### config.mk
export PLATFORM = sky130hd
export DESIGN_NAME = mmpc_top
export DESIGN_NICKNAME = d
export VERILOG_FILES = /design/src/verilog/mmpc_pkg.sv /design/src/verilog/mmpc_top.sv
export SDC_FILE = /design/constraint.sdc
export NUM_CORES = 1
export LEC_CHECK = 0
export ABC_AREA = 1
export ABC_CLOCK_PERIOD_IN_PS = 3200
export BUFFER_PORTS_ARGS = -buffer_cell sky130_fd_sc_hd__buf_2
export CORE_MARGIN = 8
export CORE_UTILIZATION = 49
export DETAILED_ROUTE_END_ITERATION = 12
export PLACE_DENSITY_LB_ADDON = 0.08
export SYNTH_ARGS = -nofsm -noshare
export SYNTH_HDL_FRONTEND = slang
export SYNTH_SLANG_ARGS = --single-unit
### constraint.sdc
create_clock -name clk_i -period 3.2 [get_ports clk_i]
set_clock_uncertainty 0.15 [all_clocks]
set_input_delay 0.64 -clock clk_i [delete_from_list [all_inputs] [get_ports clk_i]]
set_output_delay 0.64 -clock clk_i [all_outputs]
set_load 0.005 [all_outputs]
### src/verilog/mmpc_pkg.sv
package mmpc_pkg;

  // ---------------------------------------------------------------
  // Register offsets (byte addresses, one word each)
  // ---------------------------------------------------------------
  localparam logic [7:0] MMPC_OFS_RAM_POS   = 8'h00;
  localparam logic [7:0] MMPC_OFS_REG_POS   = 8'h04;
  localparam logic [7:0] MMPC_OFS_EE_POS    = 8'h08;
  localparam logic [7:0] MMPC_OFS_SYS_OPT   = 8'h0C;
  localparam logic [7:0] MMPC_OFS_TEST_A    = 8'h10;
  localparam logic [7:0] MMPC_OFS_TEST_B    = 8'h14;

  // ---------------------------------------------------------------
  // Field positions and reset values
  // ---------------------------------------------------------------
  localparam int         MMPC_BASE_HI       = 7;
  localparam int         MMPC_BASE_LO       = 3;
  localparam int         MMPC_BIT0          = 0;
  localparam int         MMPC_FLASH_UPPER_HALF_ONLY_BIT     = 1;
  localparam int         MMPC_STR_HI        = 3;
  localparam int         MMPC_STR_LO        = 2;
  localparam logic [7:0] MMPC_RAM_POS_RST   = 8'h09;
  localparam logic [7:0] MMPC_REG_POS_RST   = 8'h00;
  localparam logic [1:0] MMPC_STR_RST       = 2'h3;
  localparam logic [7:0] MMPC_TEST_A_VAL    = 8'h00;
  localparam logic [7:0] MMPC_TEST_B_VAL    = 8'h00;

  // Operating modes
  typedef enum logic [2:0] {
    MMPC_MODE_SINGLE     = 3'h0,
    MMPC_MODE_PERIPHERAL = 3'h1,
    MMPC_MODE_EXPANDED   = 3'h2,
    MMPC_MODE_EMULATION  = 3'h3,
    MMPC_MODE_SPEC_TEST  = 3'h4,
    MMPC_MODE_SPEC_SC    = 3'h5
  } mmpc_mode_type;

  // Decoded map selects
  typedef struct packed {
    logic regs;
    logic ram;
    logic eeprom;
    logic flash;
    logic external;
  } mmpc_sel_type;

  // Effective map settings
  typedef struct packed {
    logic [4:0] ram_base;
    logic       ram_high_align;
    logic [3:0] reg_base;
    logic [4:0] ee_base;
    logic       ee_en;
    logic [1:0] stretch;
    logic       upper_only;
    logic       flash_en;
  } mmpc_map_type;

endpackage

### src/verilog/mmpc_top.sv
`timescale 1ns/10ps
// Overview of operation
// - RAM position writes once, except special modes
// - Map changes two cycles after write
// - RAM position bits 7:3 give base 15:11
// - Alignment bit picks low or high end
// - Register block position writes once normally
// - Register block 1K/2K, 2K steps, low 32K
// - Register base four bits, top zero
// - EEPROM enable free; base lock chosen
// - EEPROM position bits 7:3 give base
// - EEPROM enable bit maps EEPROM in/out
// - Options reset: stretch 11, restriction 0
// - Option fields write once outside special
// - Stretch value gives 0..3 E-clocks
// - Stretch ignored in single-chip, peripheral
// - Upper-half bit blocks low fixed flash
// - Flash enable maps flash in/out
// - Test registers readable, writes ignored
// - RAM position resets to 0x09
// - Alignment places small RAM in region
module mmpc_top
  import mmpc_pkg::*;
#(
  parameter logic       EE_WRITE_ONCE  = 1'b0,
  parameter logic [7:0] EE_POS_RST     = 8'h00,
  parameter logic       FLASH_EXP_RST  = 1'b1,
  parameter int         RAM_REGION_LOG = 14,
  parameter int         RAM_SIZE_LOG   = 13
)(
  input  wire logic          clk_i,
  input  wire logic          rst_i,
  input  wire logic [7:0]    wb_adr_i,
  input  wire logic [31:0]   wb_dat_i,
  output logic      [31:0]   wb_dat_o,
  input  wire logic          wb_we_i,
  input  wire logic [3:0]    wb_sel_i,
  input  wire logic          wb_cyc_i,
  input  wire logic          wb_stb_i,
  output logic               wb_ack_o,
  input  wire mmpc_mode_type mode_i,
  input  wire logic          reg_size_2k_i,
  input  wire logic [15:0]   cpu_addr_i,
  output mmpc_sel_type       sel_o,
  output logic [1:0]         stretch_o,
  output mmpc_map_type       map_o
);

  // ---------------------------------------------------------------
  // Elaboration checks
  // ---------------------------------------------------------------
  // Geometry outside one 64K map cannot be decoded
  if (RAM_REGION_LOG < 11 || RAM_REGION_LOG > 16 || RAM_SIZE_LOG > RAM_REGION_LOG)
  begin : g_bad_geometry
    $error("mmpc_top: unsupported RAM geometry");
  end

  // ---------------------------------------------------------------
  // Bus decode
  // ---------------------------------------------------------------
  logic [7:0] ram_pos_q, ram_pos_d;
  logic [7:0] reg_pos_q, reg_pos_d;
  logic [7:0] ee_pos_q,  ee_pos_d;
  logic [7:0] sys_opt_q, sys_opt_d;
  logic       lk_ram_q, lk_reg_q, lk_ee_q, lk_opt_q;
  logic       rst_seen_q;
  logic       wb_ack_q;
  logic [31:0] rdat_q;

  wire req      = wb_cyc_i & wb_stb_i & ~wb_ack_q;
  wire wr       = req & wb_we_i & wb_sel_i[0];
  wire hit_ram  = wb_adr_i == MMPC_OFS_RAM_POS;
  wire hit_reg  = wb_adr_i == MMPC_OFS_REG_POS;
  wire hit_ee   = wb_adr_i == MMPC_OFS_EE_POS;
  wire hit_opt  = wb_adr_i == MMPC_OFS_SYS_OPT;
  wire hit_ta   = wb_adr_i == MMPC_OFS_TEST_A;
  wire hit_tb   = wb_adr_i == MMPC_OFS_TEST_B;
  wire special  = (mode_i == MMPC_MODE_SPEC_TEST) | (mode_i == MMPC_MODE_SPEC_SC);
  wire no_ext   = (mode_i == MMPC_MODE_SINGLE) | (mode_i == MMPC_MODE_PERIPHERAL)
                | (mode_i == MMPC_MODE_SPEC_SC);
  wire [7:0] wd = wb_dat_i[7:0];

  // Write permission per register; locks only matter outside special modes
  wire ok_ram  = wr & hit_ram & (special | ~lk_ram_q);
  wire ok_reg  = wr & hit_reg & (special | ~lk_reg_q);
  wire ok_eeb  = wr & hit_ee & (special | ~EE_WRITE_ONCE | ~lk_ee_q);
  wire ok_een  = wr & hit_ee;
  wire ok_opt  = wr & hit_opt & (special | ~lk_opt_q);

  // Unimplemented bits stay zero; register base bit 7 is fixed zero
  assign ram_pos_d = ok_ram ? {wd[7:3], 2'h0, wd[0]} : ram_pos_q;
  assign reg_pos_d = ok_reg ? {1'b0, wd[6:3], 3'h0} : reg_pos_q;
  assign ee_pos_d  = {ok_eeb ? wd[7:3] : ee_pos_q[7:3], 2'h0,
                      ok_een ? wd[0] : ee_pos_q[0]};
  assign sys_opt_d = ok_opt ? {4'h0, wd[3:0]} : sys_opt_q;

  // Read mux; test registers read fixed values, writes ignored
  wire [7:0] rsel = hit_ram ? ram_pos_q :
                    hit_reg ? reg_pos_q :
                    hit_ee  ? ee_pos_q  :
                    hit_opt ? sys_opt_q :
                    hit_ta  ? MMPC_TEST_A_VAL :
                    hit_tb  ? MMPC_TEST_B_VAL : 8'h00;

  // Flash enable reset value by mode
  wire flash_rst = (mode_i == MMPC_MODE_SPEC_TEST) ? 1'b0 :
                   ((mode_i == MMPC_MODE_EXPANDED) | (mode_i == MMPC_MODE_EMULATION))
                   ? FLASH_EXP_RST : 1'b1;

  // ---------------------------------------------------------------
  // Registers
  // ---------------------------------------------------------------
  // Flash enable depends on mode pins, so it is caught just after reset release
  always_ff @(posedge clk_i)
  begin
    if (rst_i)
    begin
      ram_pos_q  <= MMPC_RAM_POS_RST;
      reg_pos_q  <= MMPC_REG_POS_RST;
      ee_pos_q   <= EE_POS_RST;
      sys_opt_q  <= {4'h0, MMPC_STR_RST, 2'h0};
      lk_ram_q   <= 1'b0;
      lk_reg_q   <= 1'b0;
      lk_ee_q    <= 1'b0;
      lk_opt_q   <= 1'b0;
      rst_seen_q <= 1'b0;
    end
    else
    begin
      ram_pos_q  <= ram_pos_d;
      reg_pos_q  <= reg_pos_d;
      ee_pos_q   <= ee_pos_d;
      sys_opt_q  <= rst_seen_q ? sys_opt_d : {sys_opt_d[7:1], flash_rst};
      lk_ram_q   <= lk_ram_q | (wr & hit_ram);
      lk_reg_q   <= lk_reg_q | (wr & hit_reg);
      lk_ee_q    <= lk_ee_q  | (wr & hit_ee);
      lk_opt_q   <= lk_opt_q | (wr & hit_opt);
      rst_seen_q <= 1'b1;
    end
  end

  // Single-cycle Wishbone answer: ack one clock after the strobe
  always_ff @(posedge clk_i)
  begin
    if (rst_i)
    begin
      wb_ack_q <= 1'b0;
      rdat_q   <= 32'h0000_0000;
    end
    else
    begin
      wb_ack_q <= req;
      rdat_q   <= {24'h00_0000, rsel};
    end
  end

  assign wb_ack_o = wb_ack_q;
  assign wb_dat_o = rdat_q;

  // ---------------------------------------------------------------
  // Address decode
  // ---------------------------------------------------------------
  // Registered settings take effect the cycle after the write lands
  wire [4:0] ram_b  = ram_pos_q[MMPC_BASE_HI:MMPC_BASE_LO];
  wire       ram_hi = ram_pos_q[MMPC_BIT0];
  wire [3:0] reg_b  = reg_pos_q[6:3];
  wire [4:0] ee_b   = ee_pos_q[MMPC_BASE_HI:MMPC_BASE_LO];
  wire       ee_en  = ee_pos_q[MMPC_BIT0];
  wire [1:0] str    = sys_opt_q[MMPC_STR_HI:MMPC_STR_LO];
  wire       flash_upper_half_only  = sys_opt_q[MMPC_FLASH_UPPER_HALF_ONLY_BIT];
  wire       flash_map_enable  = sys_opt_q[MMPC_BIT0];

  localparam logic [15:0] REGION_MASK = 16'(~((17'h1 << RAM_REGION_LOG) - 17'h1));
  localparam logic [15:0] SIZE_SPAN   = 16'((17'h1 << RAM_SIZE_LOG) - 17'h1);
  localparam logic [15:0] GAP         = 16'((17'h1 << RAM_REGION_LOG)
                                          - (17'h1 << RAM_SIZE_LOG));

  // Small RAM sits at the low or high end of its region
  wire [15:0] ram_region = {ram_b, 11'h000} & REGION_MASK;
  wire [15:0] ram_start  = ram_region + (ram_hi ? GAP : 16'h0000);
  wire [15:0] ram_off    = cpu_addr_i - ram_start;
  wire in_ram   = ((cpu_addr_i & REGION_MASK) == ram_region) & (ram_off <= SIZE_SPAN);

  // Register block on any 2K boundary in the low 32K; 1K or 2K long
  wire in_reg   = (cpu_addr_i[15:11] == {1'b0, reg_b})
                & (reg_size_2k_i | ~cpu_addr_i[10]);
  wire in_ee    = ee_en & (cpu_addr_i[15:11] == ee_b);
  wire low_fix  = cpu_addr_i[15:14] == 2'h1;
  wire in_flash = flash_map_enable & (cpu_addr_i[15] | (low_fix & ~flash_upper_half_only));

  // Overlap priority
  mmpc_sel_type sel_d;
  assign sel_d.regs     = in_reg;
  assign sel_d.ram      = ~in_reg & in_ram;
  assign sel_d.eeprom   = ~in_reg & ~in_ram & in_ee;
  assign sel_d.flash    = ~in_reg & ~in_ram & ~in_ee & in_flash;
  assign sel_d.external = ~(in_reg | in_ram | in_ee | in_flash) & ~no_ext;

  // Stretch count in E-clocks, forced to zero without an external bus
  wire [1:0] str_d = no_ext ? 2'h0 : str;

  mmpc_map_type map_d;
  assign map_d = '{ram_base: ram_b, ram_high_align: ram_hi, reg_base: reg_b,
                   ee_base: ee_b, ee_en: ee_en, stretch: str,
                   upper_only: flash_upper_half_only, flash_en: flash_map_enable};

  // Outputs registered; decode is one cycle behind the address
  always_ff @(posedge clk_i)
  begin
    if (rst_i)
    begin
      sel_o     <= '0;
      stretch_o <= 2'h0;
      map_o     <= '0;
    end
    else
    begin
      sel_o     <= sel_d;
      stretch_o <= str_d;
      map_o     <= map_d;
    end
  end

endmodule

* Yosys cells after proc, flatten, opt, wreduce, memory -nomap -nowiden
Index checks and enable logic that the tools add are counted.
Widths: inputs -> output; s select.
** Storage, ports and cells
- Flip-flop bits (word level) :: 90
- Latch bits :: 0
- Memory bits (writable) :: 0
- Bits in read-only memories :: 0
- Bits of input ports :: 69
- Output and inout port bits :: 60
- Word-level logic and storage cells :: 100
- Memories kept :: 0
** Operators by class
- Add/sub/neg operators :: 2
- Multipliers :: 0
- Divide/modulo/power cells :: 0
- Order comparisons :: 1
- Equality and inequality tests :: 11
- Shift-type cells :: 0
- Multiplexer cells :: 9
- Bitwise logic cells :: 47
- Reduce and logical (&&, ||, !) cells :: 3
** Operator list (number)
- $mux 8 :: 5
- $and 1x1->1 :: 22
- $add 16x14->16 :: 1
- $eq 8x4->1 const B :: 2
- $le 16x13->1 const B :: 1
- $sub 16x16->16 :: 1
- $mux 14 :: 1
- $or 1x1->1 :: 14
- $not 1->1 :: 11
- $eq 8x3->1 const B :: 1
- $logic_not 8->1 :: 1
- $eq 3x3->1 const B :: 2
- $eq 5x4->1 :: 1
- $eq 5x5->1 :: 1
- $eq 3x1->1 const B :: 1
- $logic_not 3->1 :: 1
- $mux 1 :: 3
- $eq 2x1->1 const B :: 1
- $eq 2x2->1 :: 1
- $ne 2x1->1 const B :: 1
- $reduce_or 2->1 :: 1

* Logic depth before layout (Yosys ltp)
- Depth after elaboration :: 10
- Depth in mapped cells :: 9
- Gate-level depth less buffers :: 9

* Least setup slack after synthesis
OpenSTA, ideal clock, no wires.
- Kind :: input to register
- Start point :: input cpu_addr_i[14]
- End point :: register sel_o[0] (netlist bit)
- Setup time :: 0.112 ns
- Arrival time :: 1.517 ns
- Required time :: 2.938 ns
- Path slack :: 1.420 ns
- Stages on the path :: 7
- Buffers on the path :: 0
- Path through :: inv_1 > ha_1 > inv_1 > ha_1 > nand4_1 > nand3_1 > nor2_1
** Between the ends
- Cells in the longest elaborated chain, start to end :: 8
- Elaborated cells between the ends (all ways) :: 17
- Those cells by class :: add/sub: 1; order compare: 1; eq/ne: 4; bitwise: 11
** RTL lines
- from (decl) :: RTL line mmpc_top.sv:43 : input wire logic [15:0] cpu_addr_i,
- $sub 16x16->16 :: RTL line mmpc_top.sv:181 : wire [15:0] ram_off = cpu_addr_i - ram_start;
- $le 16x13->1 :: RTL line mmpc_top.sv:182 : wire in_ram = ((cpu_addr_i & REGION_MASK) == ram_region) & (ram_off <= SIZE_SPAN);
- $and 1x1->1 :: RTL line mmpc_top.sv:182
- $or 1x1->1 (2 in series) :: RTL line mmpc_top.sv:197 : assign sel_d.external = ~(in_reg | in_ram | in_ee | in_flash) & ~no_ext;
- $or 1x1->1 * :: RTL line mmpc_top.sv:197
- $not 1->1 * :: RTL line mmpc_top.sv:197
- $and 1x1->1 * :: RTL line mmpc_top.sv:197
- to (signal assigned) :: RTL line mmpc_top.sv:218 : sel_o <= sel_d;
- to (decl) :: RTL line mmpc_top.sv:44 : output mmpc_sel_type sel_o,
Every way passes the cells marked *; elsewhere a longest branch is shown, timed or not.
A chain may end at the register's enable or synchronous reset.

==> summary.md <==
| Metric | Value |
|---|---|
| Post-synthesis register bit count | 60 |
| Routability Congestion | 0.8364 |
| Pin count of the biggest net entering global routing | 34 |
| Port Buf Inserts | 67 |
| Slew Viols, Final | 0 |
| Postcts setup bufs | 0 |
| Worst Tran Pin Value | 0.8017 ns |
| Starting Density | 50.85% |
| Clk Latency, worst-skew pair | 0.33 ns |
| Post-Synth Simple-Gate Area | 28.58% |
| Layout cells sized above 1 | 26.68% |
| CTS hold repair buffers | 0 |
| Initial antenna violation count | 0 |
| WP data arrival | 1.99 ns |
| Layout Cells excl Fill | 471 |
| Hold Crit Class | register to register |
| Area post-placement | 0.002890 sq mm |
| CP max FO | 33 |
| Sequential-to-total area share from yosys stat | 45.96% |
| CTS Buf Count | 9 |
| Syn Area/Cell | 8.042 sq um |
| Area of the mapped netlist | 0.002614 sq mm |
| Std-Cell Rows | 26 |
| Die X | 89.04 um |
| Die Footprint | 0.007927 sq mm |
| Final TNS setup | 0 ns |
| Design Area, Final | 0.003078 sq mm |
| Commonest non-fill, non-tap cell in the layout | buf_2 |
| Top Family by Delay on Critical Path | buffers and inverters |
| Switching Share | 23.42% |
| Startpoint type of the worst setup path | input port |
| Clock power frac | 42.1% |
| Clock Tree Root | clkbuf_8 |
| Antenna Violating Nets Remaining | 0 |
| R2R cell count | 6 |
| Layout Utilization | 59.88% |
| Worst setup EP type | register |
| Int Pwr | 0.001131 W |
| Post-route DRC | 0 |
| Die H | 89.04 um |
| Count of cell types in the netlist | 33 |
| Vias per inst | 4.454 |
| First-pass GRT wire length | 9204 um |
| CTS sink cnt | 60 |
| Commonest cells after routing, fill and taps aside | buf_2 (67), nand2_1 (60), dfxtp_1 (60), nor2_1 (56), inv_1 (43) |
| Power share of the sequential group | 51.4% |
| Power per cell area | 479.6 mW/mm^2 |
| GRT overflow | 0 |
| Post-synthesis adder-cell area fraction | 1.436% |
| Post-Place Cells | 455 |
| Hold path startpoint | ram_pos_q[4]$_SDFFE_PP0P_ |
| First-pass detailed-route iteration total | 4 |
| DR iter-0 viols | 109 |
| Post-synthesis compound-gate area fraction | 7.611% |
| Net switching power | 0.0003457 W |
| Total of max-cap violations | 0 |
| Post-Synth XOR/XNOR Area | 1.005% |
| CP Cell Sequence | buf_2, inv_1, nand4_1, nor2_1 |
| GRT Overall Usage | 15.48% |
| Dpl hpwl | 4272 um |
| Mux contribution to synthesized area | 0% |
| Setup violators final | 0 |
| Hold Crit Endpoint | map_o[16]$_SDFF_PP0_ |
| Clk slew on worst S/H paths | 0.07 ns |
| Hold Path Depth | 2 |
| Comb pwr share | 6.5% |
| Reg2reg start | ram_pos_q[6]$_SDFFE_PP0P_ |
| Post_cts resized | 0 |
| Max stage delay on crit path | 0.56 ns |
| R2R Setup Slk | 1.64 ns |
| CP required | 3.27 ns |
| Synth-to-layout area growth | 17.76% |
| Worst Path Buf+Inv | 2 |
| Core ar. | 0.005140 sq mm |
| Final hold viol count | 0 |
| FMAX | 521.9 MHz |
| Unrepaired setup endpoints after global routing | no |
| WL per Instance | 12.23 um |
| Final #Nets | 468 |
| Setup CP Type | input port to register |
| Syn. warnings | 0 |
| Largest family of logic cells by synthesized area | simple AND/OR/NAND/NOR gates |
| Fin crit share | 59.88% |
| Clock Tree Buf Depth | 2 |
| WL final | 5760 um |
| Ports | 129 |
| Status | complete, no violations |
| Synthesized netlist cell count | 325 |
| LEAKAGE | 1.686 nW |
| Vias in the first global route | 1930 |
| Peak VDD IR | 235.6 uV |
| Vias | 2098 |
| Slowest stage cell, crit path | inv_1 |
| H-Tree Depth | 3 |
| Relative slew slack | 46.50% |
| R2r endpoint | sel_o[1]$_SDFF_PP0_ |
| N_diodes | 0 |
| TritonCTS clock tree | built |
| Fin crit period | 1.916 ns |
## kinds of logic (layout without fill, tap and decap cells)
family          Yosys count  after routing
simple gates            150            150
buf+inv                  74            127
flops                    60             60
compound gates           34             34
fa+ha+maj                 3              3
xor+xnor                  3              3
other cells               1             24
## registers in the layout (all words and copies together) (netlist names)
register    cells
lk_opt_q        1
reg_pos_q       4
sel_o           5
lk_reg_q        1
wb_ack_o        1
stretch_o       2
ram_pos_q       6
wb_dat_o        8
sys_opt_q       4
lk_ram_q        1
ee_pos_q        6
rst_seen_q      1
map_o          20
## routing by layer
layer | GRT usage [%] | share of wire, % | routed length (um) | up-vias
met4 | 6.949 | 1.5 | 84 | 0
met1 | 20.25 | 47 | 2694 | 921
met5 | 0 | 0 | 0 | -
met3 | 6.066 | 8.6 | 493 | 5
met2 | 21.77 | 43 | 2488 | 75
li1 | - | - | - | 1097
## through the flow
step                      hold WS [ns]  total power (W)  setup slack [ns]
after global routing            0.3299         0.001557             1.173
after floorplan                 0.2631        0.0008524             1.420
after detailed placement        0.2951        0.0008710            0.9397
final                           0.3091         0.001476             1.284
after CTS                       0.3064         0.001493             1.265
after global placement          0.2930        0.0008694            0.9273
## cell usage after synthesis (all sizes together)
cell type | number | share of area [%]
a22o | 1 | 0.34
a31oi | 1 | 0.24
xor2 | 2 | 0.67
clkbuf | 3 | 1.2
clkinv | 1 | 0.19
dfxtp | 60 | 46
or2 | 1 | 0.24
inv | 43 | 6.2
xnor2 | 1 | 0.34
nand3 | 15 | 4.9
nand4 | 5 | 1.2
ha | 3 | 1.4
nor3b | 1 | 0.29
buf | 27 | 7.7
nor3 | 2 | 0.38
a21oi | 15 | 3.3
conb | 1 | 0.14
nor2 | 64 | 12
o22ai | 1 | 0.24
nand2 | 62 | 9.5
o21ai | 16 | 3.5
## power by group through the flow
stage / Combinational [W] / Sequential [W] / Clock (W)
floorplan: 0.0000754 / 0.000777 / 0
global placement: 0.0000939 / 0.000775 / 0
detailed placement: 0.0000954 / 0.000776 / 0
CTS: 0.0000961 / 0.000759 / 0.000638
global route: 0.000109 / 0.000759 / 0.000688
finish: 0.0000961 / 0.000759 / 0.000621
## how the worst max path moves through the flow
stage | from | to | slack [ns] | cells past startpoint
6_report | rst_i | sel_o[2]$_SDFF_PP0_ | 1.28 | 4
2_1_floorplan | cpu_addr_i[14] | sel_o[0]$_SDFF_PP0_ | 1.42 | 7
5_1_grt | rst_i | sel_o[2]$_SDFF_PP0_ | 1.17 | 4
3_5_place_dp | rst_i | sel_o[2]$_SDFF_PP0_ | 0.94 | 4
3_3_place_gp | rst_i | sel_o[2]$_SDFF_PP0_ | 0.93 | 4
4_1_cts | rst_i | sel_o[2]$_SDFF_PP0_ | 1.26 | 4
## worst reg2reg max path: stages, from the launching register on
cell and delay, ns:
dfxtp_1 0.31, ha_1 0.28, inv_1 0.04, ha_1 0.26, nand4_1 0.17, nand3_1 0.18
nor2_1 0.05
## cell type report
type                       instances  area [sq um]
timing repair buffer              67         335.3
inverter                          44         166.4
tap                               70         87.58
multi-input combinational        214          1100
fill                             507          2062
sequential                        60          1201
clock buffer                      12         165.2
clock inverter                     4         22.52
No activity file was read; power rests on OpenSTA's default activity.
